`src/design/dcf_unused_guard.sv`:
```
`timescale 1ns/1ps
`default_nettype none
`default_nettype wire

```
`src/design/dcf_pkg.sv`:
```
`default_nettype none
package dcf_pkg;
   // ------------------------------------------------------------
   // Instance geometry
   // ------------------------------------------------------------
   localparam int          MAX_CH      = 7;
   localparam int          CH_SECOND   = 5;
   localparam logic [31:0] BASE_FIRST  = 32'h4002_0000;
   localparam logic [31:0] BASE_SECOND = 32'h4002_0400;
   localparam int          CTL_W       = 15;
   localparam int          OFF_W       = 10;

   // ------------------------------------------------------------
   // Register offsets and reset values
   // ------------------------------------------------------------
   localparam logic [OFF_W-1:0] FLAG_OFF   = 10'h000;
   localparam logic [OFF_W-1:0] CLR_OFF    = 10'h004;
   localparam logic [OFF_W-1:0] CTL_OFF    = 10'h008;
   localparam logic [OFF_W-1:0] CTL_STRIDE = 10'h014;
   localparam logic [31:0]      REG_RESET  = 32'h0000_0000;
   localparam logic [31:0]      FLAG_RSV   = 32'hf000_0000;
   localparam logic [2:0]       HSIZE_WORD = 3'h2;

   // ------------------------------------------------------------
   // Field positions
   // ------------------------------------------------------------
   localparam int FLAG_STRIDE = 4;
   localparam int ANY_BIT     = 0;
   localparam int FULL_BIT    = 1;
   localparam int HALF_BIT    = 2;
   localparam int ERR_BIT     = 3;
   localparam int ON_BIT      = 0;
   localparam int FULL_IE_BIT = 1;
   localparam int HALF_IE_BIT = 2;
   localparam int ERR_IE_BIT  = 3;
   localparam int CIRC_BIT    = 5;
   localparam int RANK_LO     = 12;
   localparam int M2M_BIT     = 14;
   // Fields frozen while the channel runs
   localparam logic [CTL_W-1:0] CTL_LOCK = 15'h7ff0;

   // ------------------------------------------------------------
   // Encodings and state
   // ------------------------------------------------------------
   typedef enum logic [1:0] {RANK_LOW = 2'b00, RANK_MED = 2'b01, RANK_HIGH = 2'b10, RANK_TOP = 2'b11} dcf_rank_t;
   typedef enum logic [1:0] {SIZE_8 = 2'b00, SIZE_16 = 2'b01, SIZE_32 = 2'b10, SIZE_RSV = 2'b11} dcf_size_t;

   typedef struct packed {
      logic [31:0]                  flags;
      logic [MAX_CH-1:0][CTL_W-1:0] ctl;
      logic                         wrPend;
      logic [OFF_W-1:0]             wrAddr;
      logic [31:0]                  rdata;
   } dcf_regs_t;

   // Offset of a channel control register
   function automatic logic [OFF_W-1:0] ctlAddr(input int ch);
      return CTL_OFF + OFF_W'(CTL_STRIDE * ch);
   endfunction : ctlAddr
endpackage : dcf_pkg
`default_nettype wire

```
`src/design/dcf_chan_if.sv`:
```
`timescale 1ns/1ps
`default_nettype none
interface dcf_chan_if #(
   parameter int CW = 16
) ();
   logic          on;
   logic          circ;
   logic          m2m;
   logic          req;
   logic          beat;
   logic [CW-1:0] progCount;
   logic          active;
   logic          halfEvt;
   logic          fullEvt;

   // Register side and tracker side
   modport ctrl (output on, circ, m2m, req, beat, progCount, input active, halfEvt, fullEvt);
   modport trk  (input on, circ, m2m, req, beat, progCount, output active, halfEvt, fullEvt);
endinterface : dcf_chan_if
`default_nettype wire

```
`src/design/dcf_chan_track.sv`:
```
`timescale 1ns/1ps
`default_nettype none
module dcf_chan_track #(
   parameter int CW = 16
) (
   input wire logic clk,
   input wire logic rst,
   dcf_chan_if.trk  bus
);
   import dcf_pkg::*;

   typedef struct packed {
      logic          prevOn;
      logic [CW-1:0] remaining;
      logic [CW-1:0] done;
      logic          halfEvt;
      logic          fullEvt;
   } dcf_trk_t;

   dcf_trk_t      t_q;
   dcf_trk_t      t_d;
   logic [CW-1:0] nextDone;
   logic [CW-1:0] halfMark;

   // ------------------------------------------------------------
   // Outputs
   // ------------------------------------------------------------
   assign bus.active  = bus.on && (t_q.remaining != '0) && (bus.m2m || bus.req);
   assign bus.halfEvt = t_q.halfEvt;
   assign bus.fullEvt = t_q.fullEvt;

   // Count bookkeeping and event generation
   always_comb begin
      t_d         = t_q;
      t_d.prevOn  = bus.on;
      t_d.halfEvt = 1'b0;
      t_d.fullEvt = 1'b0;
      nextDone    = t_q.done + 1'b1;
      halfMark    = bus.progCount >> 1;
      if (bus.on && !t_q.prevOn) begin
         t_d.remaining = bus.progCount;
         t_d.done      = '0;
      end else if (bus.beat && bus.active) begin
         t_d.done      = nextDone;
         t_d.remaining = t_q.remaining - 1'b1;
         if (nextDone == halfMark) begin
            t_d.halfEvt = 1'b1;
         end
         if (t_d.remaining == '0) begin
            t_d.fullEvt = 1'b1;
            if (bus.circ) begin
               t_d.remaining = bus.progCount;
               t_d.done      = '0;
            end
         end
      end
   end

   // State register
   always_ff @(posedge clk or posedge rst) begin
      if (rst) begin
         t_q <= '0;
      end else begin
         t_q <= t_d;
      end
   end
endmodule : dcf_chan_track
`default_nettype wire

```
`src/design/dcf_top.sv`:
```
`timescale 1ns/1ps
`default_nettype none
module dcf_top #(
   parameter int          NUM_CH    = dcf_pkg::MAX_CH,
   parameter logic [31:0] BASE_ADDR = dcf_pkg::BASE_FIRST,
   parameter int          CW        = 16
) (
   input  wire logic                                clk,
   input  wire logic                                rst,
   input  wire logic                                hsel,
   input  wire logic [31:0]                         haddr,
   input  wire logic [1:0]                          htrans,
   input  wire logic                                hwrite,
   input  wire logic [2:0]                          hsize,
   input  wire logic [31:0]                         hwdata,
   input  wire logic                                hready,
   output logic                                     hreadyout,
   output logic                                     hresp,
   output logic [31:0]                              hrdata,
   input  wire logic [NUM_CH-1:0]                   xferErr,
   input  wire logic [NUM_CH-1:0]                   beatDone,
   input  wire logic [NUM_CH-1:0]                   periphReq,
   input  wire logic [NUM_CH*CW-1:0]                progCounts,
   output logic [NUM_CH*dcf_pkg::CTL_W-1:0]         chanCtl,
   output logic [NUM_CH-1:0]                        chanActive,
   output logic [NUM_CH-1:0]                        chanIrq
);
   import dcf_pkg::*;

   dcf_regs_t         s_q;
   dcf_regs_t         s_d;
   logic [MAX_CH-1:0] errV;
   logic [MAX_CH-1:0] halfV;
   logic [MAX_CH-1:0] fullV;
   logic [31:0]       clrV;
   logic              addrPhase;

   // ------------------------------------------------------------
   // Bus answer
   // ------------------------------------------------------------
   // Zero wait state, always OKAY
   assign hreadyout = 1'b1;
   assign hresp     = 1'b0;
   assign hrdata    = s_q.rdata;

   // Read mux over a register image
   function automatic logic [31:0] readReg(input dcf_regs_t s, input logic [OFF_W-1:0] a);
      logic [31:0] r;
      r = REG_RESET;
      if (a == FLAG_OFF) begin
         r = s.flags & ~FLAG_RSV;
      end
      for (int ch = 0; ch < NUM_CH; ch++) begin
         if (a == ctlAddr(ch)) begin
            r = 32'(s.ctl[ch]);
         end
      end
      return r;
   endfunction : readReg

   // ------------------------------------------------------------
   // Per-channel trackers and outputs
   // ------------------------------------------------------------
   for (genvar ch = 0; ch < MAX_CH; ch++) begin : g_ch
      if (ch < NUM_CH) begin : g_on
         localparam int B = FLAG_STRIDE * ch;
         dcf_chan_if #(.CW(CW)) chIf ();

         // Control fields handed to the tracker
         assign chIf.on        = s_q.ctl[ch][ON_BIT];
         assign chIf.circ      = s_q.ctl[ch][CIRC_BIT];
         assign chIf.m2m       = s_q.ctl[ch][M2M_BIT];
         assign chIf.req       = periphReq[ch];
         assign chIf.beat      = beatDone[ch];
         assign chIf.progCount = progCounts[ch*CW +: CW];

         // Events back into the flag logic
         assign errV[ch]   = xferErr[ch];
         assign halfV[ch]  = chIf.halfEvt;
         assign fullV[ch]  = chIf.fullEvt;
         assign chanActive[ch] = chIf.active;
         assign chanCtl[ch*CTL_W +: CTL_W] = s_q.ctl[ch];

         // Interrupt per channel
         assign chanIrq[ch] = (s_q.flags[B+ERR_BIT] && s_q.ctl[ch][ERR_IE_BIT])
                            || (s_q.flags[B+HALF_BIT] && s_q.ctl[ch][HALF_IE_BIT])
                            || (s_q.flags[B+FULL_BIT] && s_q.ctl[ch][FULL_IE_BIT]);

         dcf_chan_track #(.CW(CW)) u_trk (
            .clk (clk),
            .rst (rst),
            .bus (chIf)
         );

      end else begin : g_off
         // Absent channel: no events
         assign errV[ch]  = 1'b0;
         assign halfV[ch] = 1'b0;
         assign fullV[ch] = 1'b0;
      end
   end

   // ------------------------------------------------------------
   // Register file next state
   // ------------------------------------------------------------
   // Address phase decode, flag update, control writes, read capture
   always_comb begin
      s_d       = s_q;
      addrPhase = hsel && htrans[1] && hready
                  && (haddr[31:OFF_W] == BASE_ADDR[31:OFF_W]);
      clrV      = REG_RESET;
      if (s_q.wrPend && s_q.wrAddr == CLR_OFF) begin
         clrV = hwdata & ~FLAG_RSV;
      end
      for (int ch = 0; ch < NUM_CH; ch++) begin
         // Set wins over clear on every flag
         s_d.flags[FLAG_STRIDE*ch+ERR_BIT] = (s_q.flags[FLAG_STRIDE*ch+ERR_BIT]
            && !clrV[FLAG_STRIDE*ch+ERR_BIT] && !clrV[FLAG_STRIDE*ch+ANY_BIT]) || errV[ch];
         s_d.flags[FLAG_STRIDE*ch+HALF_BIT] = (s_q.flags[FLAG_STRIDE*ch+HALF_BIT]
            && !clrV[FLAG_STRIDE*ch+HALF_BIT] && !clrV[FLAG_STRIDE*ch+ANY_BIT]) || halfV[ch];
         s_d.flags[FLAG_STRIDE*ch+FULL_BIT] = (s_q.flags[FLAG_STRIDE*ch+FULL_BIT]
            && !clrV[FLAG_STRIDE*ch+FULL_BIT] && !clrV[FLAG_STRIDE*ch+ANY_BIT]) || fullV[ch];
         s_d.flags[FLAG_STRIDE*ch+ANY_BIT] = (s_q.flags[FLAG_STRIDE*ch+ANY_BIT]
            && !clrV[FLAG_STRIDE*ch+ANY_BIT]) || errV[ch] || halfV[ch] || fullV[ch];
         // Control write; running channel keeps its mode fields
         if (s_q.wrPend && s_q.wrAddr == ctlAddr(ch)) begin
            if (s_q.ctl[ch][ON_BIT]) begin
               s_d.ctl[ch] = (s_q.ctl[ch] & CTL_LOCK) | (hwdata[CTL_W-1:0] & ~CTL_LOCK);
            end else begin
               s_d.ctl[ch] = hwdata[CTL_W-1:0];
            end
         end
         if (errV[ch]) begin
            s_d.ctl[ch][ON_BIT] = 1'b0;
         end
      end
      // Writes to the flag register have no path: flags stay hardware-set only
      s_d.wrPend = addrPhase && hwrite && (hsize == HSIZE_WORD);
      s_d.wrAddr = haddr[OFF_W-1:0];
      s_d.rdata  = REG_RESET;
      if (addrPhase && !hwrite) begin
         s_d.rdata = readReg(s_d, haddr[OFF_W-1:0]);
      end
   end

   // State register
   always_ff @(posedge clk or posedge rst) begin
      if (rst) begin
         s_q <= '0;
      end else begin
         s_q <= s_d;
      end
   end
endmodule : dcf_top
`default_nettype wire

```
`config.mk`:
```
export PLATFORM = sky130hd
export DESIGN_NAME = dcf_top
export DESIGN_NICKNAME = d
export VERILOG_FILES = /design/src/design/dcf_unused_guard.sv /design/src/design/dcf_pkg.sv /design/src/design/dcf_chan_if.sv /design/src/design/dcf_chan_track.sv /design/src/design/dcf_top.sv
export SDC_FILE = /design/constraint.sdc
export NUM_CORES = 1
export LEC_CHECK = 0
export BUFFER_PORTS_ARGS = -buffer_cell sky130_fd_sc_hd__buf_2
export CAP_MARGIN = 10
export CELL_PAD_IN_SITES_DETAIL_PLACEMENT = 1
export CELL_PAD_IN_SITES_GLOBAL_PLACEMENT = 1
export CORE_AREA = 5 5 229 343
export CTS_BUF_LIST = sky130_fd_sc_hd__clkbuf_4 sky130_fd_sc_hd__clkbuf_8
export DETAILED_ROUTE_END_ITERATION = 10
export DIE_AREA = 0 0 234 348
export PLACE_DENSITY = 0.72
export SYNTH_ARGS = -nofsm -noshare
export SYNTH_HDL_FRONTEND = slang
export SYNTH_SLANG_ARGS = --single-unit
```
`constraint.sdc`:
```
create_clock -name clk -period 35.7 [get_ports clk]
set_input_delay 7.14 -clock clk [delete_from_list [all_inputs] [get_ports clk]]
set_output_delay 7.14 -clock clk [all_outputs]
set_load 0.005 [all_outputs]
```
# Word-level counts from Yosys, hierarchy flattened
# Cells that the tools add are included.
# totals
regBits	421
in_bits	207
# classes
bitwise_logic	7
n_eq_ne	24
addsub	14
n_mux	80
n_reduce_logical	233
# ops
op	count
32-bit two-way mux	29
34-bit two-way mux	7
15-bit two-way mux	14
16-bit by 1-bit adder with 16-bit output, second input constant	7
16-bit by 15-bit equality test with 1-bit output	7
1-bit logical AND	112
16-bit logical NOT	7
16-bit nonzero test	7
16-bit by 1-bit subtractor with 16-bit output, second input constant	7
15-bit by 4-bit OR with 15-bit output	7
1-bit logical OR	63
10-bit by 7-bit equality test with 1-bit output, second input constant	6
28-bit two-way mux	2
1-bit logical NOT	36
22-bit by 21-bit equality test with 1-bit output, second input constant	1
1-bit two-way mux	21
10-bit by 4-bit equality test with 1-bit output, second input constant	2
10-bit by 5-bit equality test with 1-bit output, second input constant	2
10-bit by 6-bit equality test with 1-bit output, second input constant	2
10-bit by 8-bit equality test with 1-bit output, second input constant	2
2-bit two-way mux	7
2-bit nonzero test	7
10-bit by 3-bit equality test with 1-bit output, second input constant	1
10-bit logical NOT	1
3-bit by 2-bit equality test with 1-bit output, second input constant	1

# Logic depth before layout (Yosys ltp)
# Gate-level depths: netlist of the first run.
# depth
word_depth	17
mapped_depth	13
depth_no_buf	9

# Cells and area by module
# From an unflattened synthesis of the first run, not the netlist that was laid out.
# hier_totals
cells_unflattened	2914
area_unflattened_um2	26877.0
# modules_own_cells
module	n_inst	cells_each	seq_area_each_um2	area_each_um2
dcf_top	1	785	4304.1	8779.7
dcf_chan_track at g_ch[1].g_on.u_trk ...	3	301	875.8	2638.8
dcf_chan_track at g_ch[4].g_on.u_trk ...	3	308	875.8	2514.9
dcf_chan_track at g_ch[0].g_on.u_trk	1	302	875.8	2636.3

# Worst setup path after synthesis of the first run
# Ideal clock, no wire load.
# synth_timing
path_kind	input -> output
from	input periphReq[2]
to	output chanActive[2]
setup_slack_ps	20903
path_buffers	1
stages	3
t_arrival_ps	7657
cell_sequence	o21ai_0 nor2_1 buf_4
# synth_via
elab_chain_cells	2
# synth_rtl
element	line	rtl
start: declaration	dcf_top.sv:22	input wire logic [NUM_CH-1:0] periphReq,
1-bit logical OR	dcf_chan_track.sv:28	assign bus.active = bus.on && (t_q.remaining != '0) && (bus.m2m || bus.req);
1-bit logical AND	dcf_chan_track.sv:28	
end: declaration	dcf_top.sv:25	output logic [NUM_CH-1:0] chanActive,
# Every way passes these cells.

# Worst setup path after layout of the first run
# Same ends and word-level chain as after synthesis.

==> results of run 1 <==
area by class of cell:
| cell class | count | area [um2] |
|---|---|---|
| clock buffer | 114 | 1460 |
| timing repair buffer | 381 | 1990 |
| fill | 8886 | 46000 |
| clock inverter | 22 | 231 |
| inverter | 91 | 349 |
| multi-input combinational | 2014 | 13700 |
| antenna | 7 | 17.5 |
| sequential | 417 | 10400 |
| tap | 1008 | 1260 |
cells by family after synthesis:
| family | after synthesis |
|---|---|
| other | 2 |
| adders and majority gates | 21 |
| buffers and inverters | 385 |
| muxes | 115 |
| DFF | 417 |
| AOI/OAI and AO/OA | 574 |
| xor gates and xnor gates | 268 |
| and+or+nand+nor | 1030 |
routing by layer:
layer  track usage, %  share of wire (%)  wire [um]  up-vias
met1             25.2                 38      36100    11379
met3             6.58                7.0       6560      196
met5                0              0.067         63        -
li1                 -                  -          -    10484
met2             39.4                 50      46800      542
met4             9.82                4.8       4490       10
synth_stat cells, types with 10 or more instances:
cell and number:
nor2_1 181, or3_1 31, o2bb2ai_1 19, xor2_1 86, nand2b_1 23, o221ai_1 15, a21o_1 37, nand4b_1 12
mux2_2 86, nand4_1 49, buf_4 147, nand2_1 207, dfrtp_1 417, ha_1 21, o311ai_0 12, a31oi_1 20
a222oi_1 11, a22oi_1 10, and3_1 71, o21ai_0 128, a221oi_1 29, a221o_1 33, a211oi_1 20, mux2i_1 28
inv_1 91, a22o_1 43, a21oi_1 49, nor2b_1 23, o21a_1 13, nor4_1 66, nand3_1 151, buf_2 21
o22ai_1 18, nor3b_1 15, nor3_1 86, o31ai_1 23, clkbuf_1 114, nand3b_1 16, xnor2_1 182, and2_1 22
nor4b_1 14, or2_2 11
worst paths after layout:
| kind | start | endpoint | slack (ns) | depth (start not counted) |
|---|---|---|---|---|
| hold reg to reg | s_q[172] | s_q[172] | 0.48 | 1 |
| setup / recovery | periphReq[2] | chanActive[2] | 20.62 | 4 |
| max in group asynchronous | rst | g_ch[3].g_on.u_trk.t_q[26] | 26.01 | 5 |
| min in group asynchronous | rst | g_ch[4].g_on.u_trk.t_q[3] | 6.72 | 2 |
| setup reg to reg | g_ch[3].g_on.u_trk.t_q[18] | g_ch[3].g_on.u_trk.t_q[20] | 32.04 | 9 |
| hold / removal | s_q[172] | s_q[172] | 0.48 | 1 |
worst max-delay path, delay by kind of cell:
kind / cells / cell delay, ns
buf+inv: 2 / 0.26
simple gates: 1 / 0.15
compound gates: 1 / 0.40
sequential cells by signal, indices dropped and copies added (netlist names):
name,cells
chanCtl,105
g_ch.g_on.u_trk.bus.halfEvt,7
s_q,39
hrdata,28
g_ch.g_on.u_trk.t_q,231
g_ch.g_on.u_trk.bus.fullEvt,7
metrics by stage:
stage / hold slack (ns) / power (W) / cells
after floorplan: 0.386 / 0.000582 / 2816
after CTS: 0.486 / 0.00115 / 4047
after global routing: 0.499 / 0.00119 / 4049
after detailed placement: 0.473 / 0.000625 / 3911
after global placement: 0.468 / 0.000622 / 3911
final: 0.483 / 0.00113 / 4054
cell usage in the layout, fill, tap and decap left out, types with 33 or more instances in the layout:
cell	n
a21o_1	37
a21oi_1	49
a221o_1	33
a22o_1	43
and3_1	71
buf_2	348
buf_4	33
clkbuf_8	96
dfrtp_1	417
inv_1	90
mux2_2	86
nand2_1	207
nand3_1	151
nand4_1	49
nor2_1	180
nor3_1	86
nor4_1	62
o21ai_0	127
xnor2_1	182
xor2_1	86
report_power, final:
| part | switching, W | total, W | internal [W] | leakage [nW] |
|---|---|---|---|---|
| combinational | 0.0000626 | 0.000108 | 0.0000451 | 6.83 |
| clock | 0.000226 | 0.000516 | 0.000291 | 0.874 |
| sequential | 0.0000221 | 0.000508 | 0.000486 | 5.39 |
| total | 0.000310 | 0.00113 | 0.000822 | 13.1 |
==> results by group, run 1 <==
Run status
  – Run status: finished, final reports clean

Timing
  – Transition at the pin with the smallest max-transition slack: 1.19 ns
  – RSZ-0062 raised after global routing: false
  – Clock period minus final worst setup slack: approximately 15 ns
  – Final worst path period share: between 40% and 50%
  – Worst max-slew margin expressed relative to the limit: between 20 and 25%
  – Min setup slack post-route: approximately 20 ns
  – Setup tns final: 0 ns
  – Worst Skew: 0.0291 ns
  – Final slew viol count: 0
  – Endpoints failing setup: 0
  – Achievable Freq: about 66 MHz
  – Hold Vio Cnt, Final: 0

Logic synthesis
  – Proportion of synthesized area in mux cells: 4.83%
  – Area share of xor/xnor cells in the synthesized design: under 10%
  – Synth cell types: between 90 and 100
  – Post-synthesis compound-gate area fraction: between 10% and 20%
  – Dominant combinational cell family by area after synthesis: simple AND/OR/NAND/NOR gates
  – Simple-gate area share of the yosys netlist: 21.0%
  – YS warnings: 0
  – Post-synthesis async set-or-reset flop share: 100%
  – Dominant cell type by area after synthesis: dfrtp_1
  – Share of synthesized cell area in full adder, half adder and majority cells: 1.01%
  – Main synth FF type: dfrtp_1
  – Flops & latches, synth: 417
  – EDFF count, synth: 0
  – Number of cells produced by synthesis: approximately 2800
  – Leading post-synthesis cells by cell area: dfrtp_1 (40%), xnor2_1 (6.1%), buf_4 (4.2%)
  – Seq/Total Area, Yosys: about 40%
  – Cell area after technology mapping: roughly 26000 um2
  – Post-synth top area share: 40.0%
  – Mean instance size in the synthesized netlist: between 9 and 10 um2

Placed design
  – RePlAce Congestion: around 0.86
  – Placed wire-length estimate: between 70 and 80 mm
  – Worst-case setup slack after placement: about 21 ns
  – Cell area reported after detailed placement: approximately 28000 um2
  – Number of buffer cells added on primary ports: 348

Critical path
  – Critical-path top delay cell: o21ai_0
  – Critical path type: input pin to primary output
  – Critical path data arrival time: between 7 and 8 ns
  – Worst path most repeated cell: buf_2
  – Chain of cells forming the critical path: buf_2, o21ai_0, nor2_1, buf_2
  – Startpoint type of the worst setup path: input pin
  – Crit path max fanout: 5
  – CP Data Required Time: 28.56 ns
  – Max stage delay on crit path: about 0.40 ns
  – Crit path capture type: primary output

Detailed routing
  – Number of design rule violations left after detail routing: 0
  – DRT Pass-1 Iters: 6
  – Violation count after the first detailed-routing iteration: 1331
  – Total number of vias: 22611
  – Routed wire length: ~94 mm
  – Wire per inst: between 20 and 25 um
  – Antenna violation net count after detailed routing: 0
  – Vias per Instance: approximately 5.6

Finish
  – Fraction of layout instances using a drive strength above 1: 21.7%
  – Growth of design area from synthesis to finish: 12.7%
  – Net count, final: 3210
  – Final non-filler cell area: approximately 29000 um2
  – Util after Layout: between 30% and 40%

Floorplan
  – Horizontal extent of the die: around 230 um
  – # IOs: 360
  – Die Area: slightly above 80000 um2
  – Starting utilization of the core area: between 30% and 40%
  – Vert. Die Dim: about 350 um
  – Std cell rows: 124
  – Core area: between 70000 and 80000 um2

GRT
  – Largest net degree at the start of global routing: ~140
  – First-pass GRT wire length: 143 mm
  – Number of global-route vias before repair: 24053
  – Overall overflow remaining after global route: 0
  – Total Routing Usage GR: ~22%
  – Number of antenna violations at the first check in global routing: 18

CTS
  – TritonCTS buffer count: 77
  – Post-CTS Resized: 0
  – TritonCTS clock tree: done
  – Buffer depth of the longest clock path: 3
  – TritonCTS Sinks: approximately 420
  – Clock edge transition at the registers on the reported setup and hold paths: approximately 0.060 ns
  – Number of H-tree levels: 3
  – Root cell of the clock tree: clkbuf_8
  – Count of hold-fix buffers inserted at cts: 0
  – Postcts setup bufs: 0
  – Clock insertion delay at the later pin of the skew report: 0.68 ns

Power
  – P per Cell Area: about 39 nW/um2
  – Static power due to leakage: ~13 nW
  – Max VDD drop: 0.0000445 V

Job
  – Number of max-cap violations: 0

Worst hold path
  – Type of the tightest min-delay check: flip-flop to flip-flop
No activity file was read; power rests on OpenSTA's default activity.
==> run 2, diff against run 1 <==
--- a/config.mk
+++ b/config.mk
@@ -5,15 +5,16 @@
 export SDC_FILE = /design/constraint.sdc
 export NUM_CORES = 1
 export LEC_CHECK = 0
+export ABC_AREA = 1
 export BUFFER_PORTS_ARGS = -buffer_cell sky130_fd_sc_hd__buf_2
 export CAP_MARGIN = 10
 export CELL_PAD_IN_SITES_DETAIL_PLACEMENT = 1
 export CELL_PAD_IN_SITES_GLOBAL_PLACEMENT = 1
-export CORE_AREA = 5 5 229 343
+export CORE_AREA = 5 5 244 365
 export CTS_BUF_LIST = sky130_fd_sc_hd__clkbuf_4 sky130_fd_sc_hd__clkbuf_8
 export DETAILED_ROUTE_END_ITERATION = 10
-export DIE_AREA = 0 0 234 348
-export PLACE_DENSITY = 0.72
+export DIE_AREA = 0 0 249 370
+export PLACE_DENSITY = 0.79
 export SYNTH_ARGS = -nofsm -noshare
 export SYNTH_HDL_FRONTEND = slang
 export SYNTH_SLANG_ARGS = --single-unit
==> constraint.sdc (replaced) <==
create_clock -name clk -period 12.7 [get_ports clk]
set_input_delay 2.54 -clock clk [delete_from_list [all_inputs] [get_ports clk]]
set_output_delay 2.54 -clock clk [all_outputs]
set_load 0.005 [all_outputs]
==> results by group, run 2 <==
Finish
  – Top library cells by usage in the layout, fill and taps aside: nand2_1 (1349), inv_1 (568), nor2_1 (433)
  – Most frequent standard cell in the layout excluding fill and tap cells: nand2_1
  – Biggest register: g_ch.g_on.u_trk.t_q
  – Number of flip-flops under the largest register name: between 200 and 250
  – Net count, final: between 4000 and 5000
  – Growth of design area from synthesis to finish: 11.6%
  – Fraction of layout instances using a drive strength above 1: between 10% and 20%

CTS
  – Root cell of the clock tree: clkbuf_8
  – Clock insertion delay at the later pin of the skew report: approximately 0.73 ns
  – TritonCTS buffer count: between 70 and 80
  – Clock edge transition at the registers on the reported setup and hold paths: approximately 0.060 ns
  – TritonCTS Sinks: between 400 and 500
  – Post-CTS Resized: 0
  – Number of H-tree levels: 3
  – TritonCTS clock tree: done
  – Postcts setup bufs: 0
  – Buffer depth of the longest clock path: 3
  – Count of hold-fix buffers inserted at cts: 0

Power
  – Register share of total power: 43.0%
  – Switching fraction of total power: 30.9%
  – Relative contribution of the clock network to total power: between 40% and 50%
  – P per Cell Area: 98.2 nW/um2
  – Net switching power figure: 0.00101 W
  – Comb power frac: between 10 and 15%
  – Max VDD drop: between 0.00007 and 0.00008 V
  – Static power due to leakage: around 17 nW
  – Int Power: about 0.0023 W

Detailed routing
  – Wire per inst: around 20 um
  – Antenna violation net count after detailed routing: 0
  – Vias per Instance: 5.19
  – Routed wire length: about 120 mm
  – Number of design rule violations left after detail routing: 0
  – Violation count after the first detailed-routing iteration: approximately 1600
  – DRT Pass-1 Iters: 6
  – Total number of vias: roughly 30000

Critical path
  – Worst path most repeated cell: buf_2
  – Critical path data arrival time: approximately 3.3 ns
  – Critical-path top delay cell: or2_2
  – Crit path capture type: primary output
  – Buf/Inv on CP: 3
  – Startpoint type of the worst setup path: input pin
  – Critical path type: input pin to primary output
  – Crit path max fanout: 2
  – CP Data Required Time: around 10 ns
  – Chain of cells forming the critical path: buf_2, or2_2, nand3_1, inv_1, buf_2
  – Family of cells with the greatest summed delay on the critical path: simple AND/OR/NAND/NOR gates
  – Max stage delay on crit path: between 0.2 and 0.3 ns

Worst hold path
  – Type of the tightest min-delay check: flip-flop to flip-flop

Placed design
  – RePlAce Congestion: 0.953
  – Number of buffer cells added on primary ports: 348
  – Worst-case setup slack after placement: roughly 7 ns
  – Placed wire-length estimate: between 80 and 90 mm

Floorplan
  – Starting utilization of the core area: ~35%
  – Core area: 85700 um2
  – Horizontal extent of the die: 249 um
  – Vert. Die Dim: 370 um
  – Die Area: 92100 um2
  – # IOs: between 300 and 400
  – Std cell rows: roughly 130

Logic synthesis
  – Seq/Total Area, Yosys: approximately a third
  – Post-synth top area share: 35.1%
  – Main synth FF type: dfrtp_1
  – Cell area after technology mapping: 29700 um2
  – Dominant cell type by area after synthesis: dfrtp_1
  – Post-synthesis async set-or-reset flop share: 100%
  – EDFF count, synth: 0
  – Leading post-synthesis cells by cell area: dfrtp_1 (35%), nand2_1 (17%), inv_1 (7.2%)
  – Commonest cells post-synth: nand2_1 (1349), inv_1 (569), nor2_1 (438)
  – YS warnings: 0
  – Number of cells produced by synthesis: between 4000 and 5000
  – Synth cell types: 48
  – Mean instance size in the synthesized netlist: ~6.6 um2
  – Count leader, synth: nand2_1
  – Flops & latches, synth: ~420

Timing
  – Endpoints failing setup: 0
  – Worst max-slew margin expressed relative to the limit: between 20% and 30%
  – Worst Skew: around 0.026 ns
  – Setup tns final: 0 ns
  – Clock period minus final worst setup slack: roughly 5.9 ns
  – Hold Vio Cnt, Final: 0
  – RSZ-0062 raised after global routing: false
  – Final worst path period share: 46.2%
  – Transition at the pin with the smallest max-transition slack: between 1 and 1.5 ns
  – Min setup slack post-route: around 6.8 ns
  – Achievable Freq: between 150 and 200 MHz
  – Final slew viol count: 0

GRT
  – Number of global-route vias before repair: between 30000 and 40000
  – Largest net degree at the start of global routing: approximately 150
  – Total Routing Usage GR: between 20% and 30%
  – Overall overflow remaining after global route: 0
  – Number of antenna violations at the first check in global routing: 29
  – First-pass GRT wire length: 180 mm

Job
  – Number of max-cap violations: 0

Run status
  – Run status: finished, final reports clean
-- run 2: changes by cell type in the layout (fill, tap and decap cells not counted), moves of 86 or more --
cell / change
nand2_1: +1142
inv_1: +478
nor2_1: +253
nand4_1: +184
o21ai_0: +183
nand3_1: +166
xnor2_1: -160
mux2_2: -86
-- run 2: cell families after synthesis --
family,Yosys count,synth area share [%]
flip-flops,417,35.1
buffers and inverters,875,13.1
adder cells (fa/ha/maj),21,0.884
XOR/XNOR,173,5.32
AO/OA/AOI/OAI,513,9.54
other,2,0.0253
AND/OR/NAND/NOR,2472,36.0
-- run 2: worst paths after layout --
path,startpoint,to,slack (ns),depth (start not counted)
setup / recovery,periphReq[3],chanActive[3],6.84,5
hold reg to reg,chanCtl[90],g_ch[6].g_on.u_trk.t_q[34],0.45,0
max in group asynchronous,rst,g_ch[3].g_on.u_trk.t_q[7],8.18,5
min in group asynchronous,rst,s_q[164],2.03,3
setup reg to reg,g_ch[2].g_on.u_trk.t_q[18],g_ch[2].g_on.u_trk.t_q[33],8.87,13
hold / removal,chanCtl[90],g_ch[6].g_on.u_trk.t_q[34],0.45,0
-- run 2: power groups by stage --
stage	Combinational, W	Sequential, W	Clock, W
floorplan	0.000301	0.00141	0
global placement	0.000438	0.00142	0
finish	0.000452	0.00140	0.00141
detailed placement	0.000450	0.00142	0
global route	0.000507	0.00140	0.00151
CTS	0.000453	0.00140	0.00145
-- run 2: layout make-up --
class | count | area, um2
Tap cell | 1139 | 1430
Sequential cell | 417 | 10400
Inverter | 595 | 2240
Antenna cell | 12 | 30.0
Fill cell | 11248 | 52500
Clock inverter | 25 | 201
Clock buffer | 111 | 1390
Multi-Input combinational cell | 3185 | 15400
Timing Repair Buffer | 385 | 2030
-- run 2: metrics by stage --
step / utilization [%] / cells / hold WS, ns / power [W] / area (um2)
after detailed placement: 36.8 / 5721 / 0.432 / 0.00187 / 31500
final: 38.7 / 5869 / 0.448 / 0.00326 / 33200
after global routing: 38.7 / 5859 / 0.460 / 0.00342 / 33100
after floorplan: - / 4477 / 0.375 / 0.00171 / 29700
after global placement: 36.8 / 5721 / 0.438 / 0.00186 / 31500
after CTS: 38.7 / 5857 / 0.439 / 0.00331 / 33100
-- run 2: metal layers --
layer / global-route usage [%] / up-vias / routed length, um
li1: - / 14599 / -
met5: 0 / - / 57
met2: 43.9 / 798 / 57800
met4: 9.97 / 8 / 4680
met1: 28.2 / 14799 / 46200
met3: 6.29 / 241 / 8500
-- run 2: worst register-to-register path: stages, from the launching register on --
cell,delay [ns]
dfrtp_1,0.43
inv_1,0.12
ha_1,0.23
nand3_1,0.24
nor3_2,0.26
xor2_1,0.35
nand2_1,0.11
nor2_2,0.11
buf_4,0.36
nand3_1,0.78
buf_4,0.47
o21ai_0,0.17
nand2_1,0.07
nand2_1,0.06
==> run 3, diff against run 2 <==
==> constraint.sdc (replaced) <==
create_clock -name clk -period 4.7 [get_ports clk]
set_input_delay 0.94 -clock clk [delete_from_list [all_inputs] [get_ports clk]]
set_output_delay 0.94 -clock clk [all_outputs]
set_load 0.005 [all_outputs]
==> results by group, run 3 (synthesis gave the netlist of run 2 again) <==
CTS
  – TritonCTS clock tree: done
  – TritonCTS buffer count: between 70 and 80
  – TritonCTS Sinks: roughly 420
  – Post-CTS Resized: 0
  – Postcts setup bufs: 0
  – Buffer depth of the longest clock path: 3
  – Clock edge transition at the registers on the reported setup and hold paths: 0.06 ns
  – Root cell of the clock tree: clkbuf_8
  – Clock insertion delay at the later pin of the skew report: roughly 0.7 ns
  – Count of hold-fix buffers inserted at cts: 0
  – Number of H-tree levels: 3

Detailed routing
  – Violation count after the first detailed-routing iteration: roughly 1600
  – Routed wire length: 118 mm
  – Number of design rule violations left after detail routing: 0
  – Antenna violation net count after detailed routing: 0
  – Wire per inst: around 20 um
  – Vias per Instance: ~5.2
  – DRT Pass-1 Iters: 5
  – Total number of vias: ~31000

Floorplan
  – Die Area: roughly 90000 um2
  – Vert. Die Dim: 370 um
  – Std cell rows: ~130
  – Starting utilization of the core area: around a third
  – # IOs: between 300 and 400
  – Core area: 85700 um2
  – Horizontal extent of the die: between 200 and 250 um

Placed design
  – RePlAce Congestion: 0.978
  – Worst-case setup slack after placement: 1.34 ns
  – Placed wire-length estimate: between 90 and 100 mm
  – Cell area reported after detailed placement: around 32000 um2
  – Inst Count DP: 5732
  – Number of buffer cells added on primary ports: around 350

Critical path
  – CP Data Required Time: 3.76 ns
  – Chain of cells forming the critical path: inv_1, ha_1, nand3_1, nor2_1, a211oi_1, buf_2
  – Critical-path top delay cell: a211oi_1
  – Terminus of the critical flop-to-flop path: g_ch[2].g_on.u_trk.t_q[9]
  – Cell count of the worst reg-to-reg path: 13
  – Flop2flop setup slack: 1.32 ns
  – Crit path max fanout: 6
  – Critical path data arrival time: between 2 and 3 ns
  – Family of cells with the greatest summed delay on the critical path: compound AO/OA/AOI/OAI gates
  – Crit path capture type: primary output
  – Launching point of the worst reg2reg path: g_ch[2].g_on.u_trk.t_q[18]
  – Buf/Inv on CP: 2
  – Critical path type: flip-flop to primary output
  – Max stage delay on crit path: ~0.50 ns
  – Startpoint type of the worst setup path: flip-flop

Finish
  – Filler cell count in the final layout: 11181
  – Number of flip-flops under the largest register name: about 230
  – Final non-filler cell area: roughly 33000 um2
  – Growth of design area from synthesis to finish: 12.4%
  – Non-filler cells, final: between 5000 and 6000
  – Fraction of layout instances using a drive strength above 1: 12.9%
  – Most frequent standard cell in the layout excluding fill and tap cells: nand2_1
  – Net count, final: ~5000
  – Biggest register: g_ch.g_on.u_trk.t_q
  – Top library cells by usage in the layout, fill and taps aside: nand2_1 (1349), inv_1 (568), nor2_1 (433)

Timing
  – Hold Vio Cnt, Final: 0
  – RSZ-0062 raised after global routing: false
  – Min setup slack post-route: approximately 1.3 ns
  – Achievable Freq: 290 MHz
  – Worst Skew: between 0.03 and 0.04 ns
  – Clock period minus final worst setup slack: approximately 3.4 ns
  – Endpoints failing setup: 0
  – Transition at the pin with the smallest max-transition slack: roughly 1.0 ns
  – Final slew viol count: 0
  – Worst max-slew margin expressed relative to the limit: ~30%
  – Final worst path period share: between 70% and 80%

Worst hold path
  – Hold Crit Endpoint: s_q[33]
  – Start point of the worst hold path: haddr[1]
  – Type of the tightest min-delay check: input pin to flip-flop
  – Hold Path Depth: 1

GRT
  – Overall overflow remaining after global route: 0
  – Largest net degree at the start of global routing: 112
  – Number of global-route vias before repair: around 32000
  – Total Routing Usage GR: between 20% and 30%
  – Number of antenna violations at the first check in global routing: 30
  – First-pass GRT wire length: approximately 180 mm

Power
  – Static power due to leakage: about 17 nW
  – P per Cell Area: between 200 and 300 nW/um2
  – Max VDD drop: roughly 0.00020 V

Job
  – Number of max-cap violations: 0

Run status
  – Run status: finished, final reports clean
==> run 3: cell types whose count changed in the layout (fill, tap and decap cells not counted), sizes merged <==
| cell | before | now |
|---|---|---|
| clkbuf | 111 | 116 |
| buf | 385 | 396 |
| diode | 12 | 13 |
| clkinv | 28 | 23 |
| bufinv | 2 | 3 |
| clkinvlp | 4 | 2 |
| inv | 586 | 584 |
==> run 3: area by class of cell <==
type,instances,area [um2],share of cell area [%]
Multi-Input combinational cell,3185,15400,46.2
Sequential cell,417,10400,31.3
Inverter,595,2240,6.70
Timing Repair Buffer,396,2140,6.41
Clock buffer,116,1500,4.50
Tap cell,1139,1430,4.27
Clock inverter,17,190,0.570
Antenna cell,13,32.5,0.0975
==> run 3: per-stage QoR <==
stage	power, W	setup TNS, ns	hold WS (ns)	utilization (%)
2_1_floorplan	0.00463	-777.10	0.375	-
3_3_place_gp	0.00504	0	0.442	36.9
3_5_place_dp	0.00507	0	0.445	36.9
4_1_cts	0.00914	0	0.294	38.9
5_1_grt	0.00945	0	0.336	38.9
6_report	0.00900	0	0.376	38.9
==> run 3: routing by layer <==
metal	vias up	global-route usage, %	part of all wire (%)
li1	14616	-	-
met1	15003	27.8	39
met2	866	44.3	50
met3	236	7.28	7.8
met4	10	9.27	3.7
met5	-	0	0.074
==> run 3: worst max-delay path by stage <==
stage / startpoint / to / depth (start not counted) / slack, ns
floorplan: rst / chanCtl[0] / 1 / -1.86
global placement: haddr[9] / hrdata[14] / 9 / 1.41
detailed placement: g_ch[2].g_on.u_trk.t_q[18] / g_ch[2].g_on.u_trk.t_q[23] / 13 / 1.34
CTS: g_ch[2].g_on.u_trk.t_q[18] / chanActive[2] / 8 / 1.18
global route: g_ch[2].g_on.u_trk.t_q[18] / g_ch[2].g_on.u_trk.t_q[9] / 13 / 1.02
finish: g_ch[4].g_on.u_trk.t_q[18] / chanActive[4] / 6 / 1.26
==> run 3: worst reg2reg max path: stages, from the launching register on <==
cell and delay (ns):
dfrtp_1 0.42, inv_1 0.11, ha_1 0.22, nand3_1 0.22
nor3_2 0.26, xor2_1 0.31, nand2_1 0.11, nor2_2 0.11
buf_4 0.34, nand3_1 0.52, buf_4 0.41, nand2_1 0.08
nand4_1 0.10, nand2_1 0.10
==> run 3: power by group <==
part           internal [W]  switching [W]  leakage [nW]  total, W
registers           0.00368       0.000103          5.16   0.00378
clock network       0.00221        0.00177         0.897   0.00399
logic              0.000386       0.000850          10.7   0.00124
total               0.00628        0.00273          16.7   0.00900
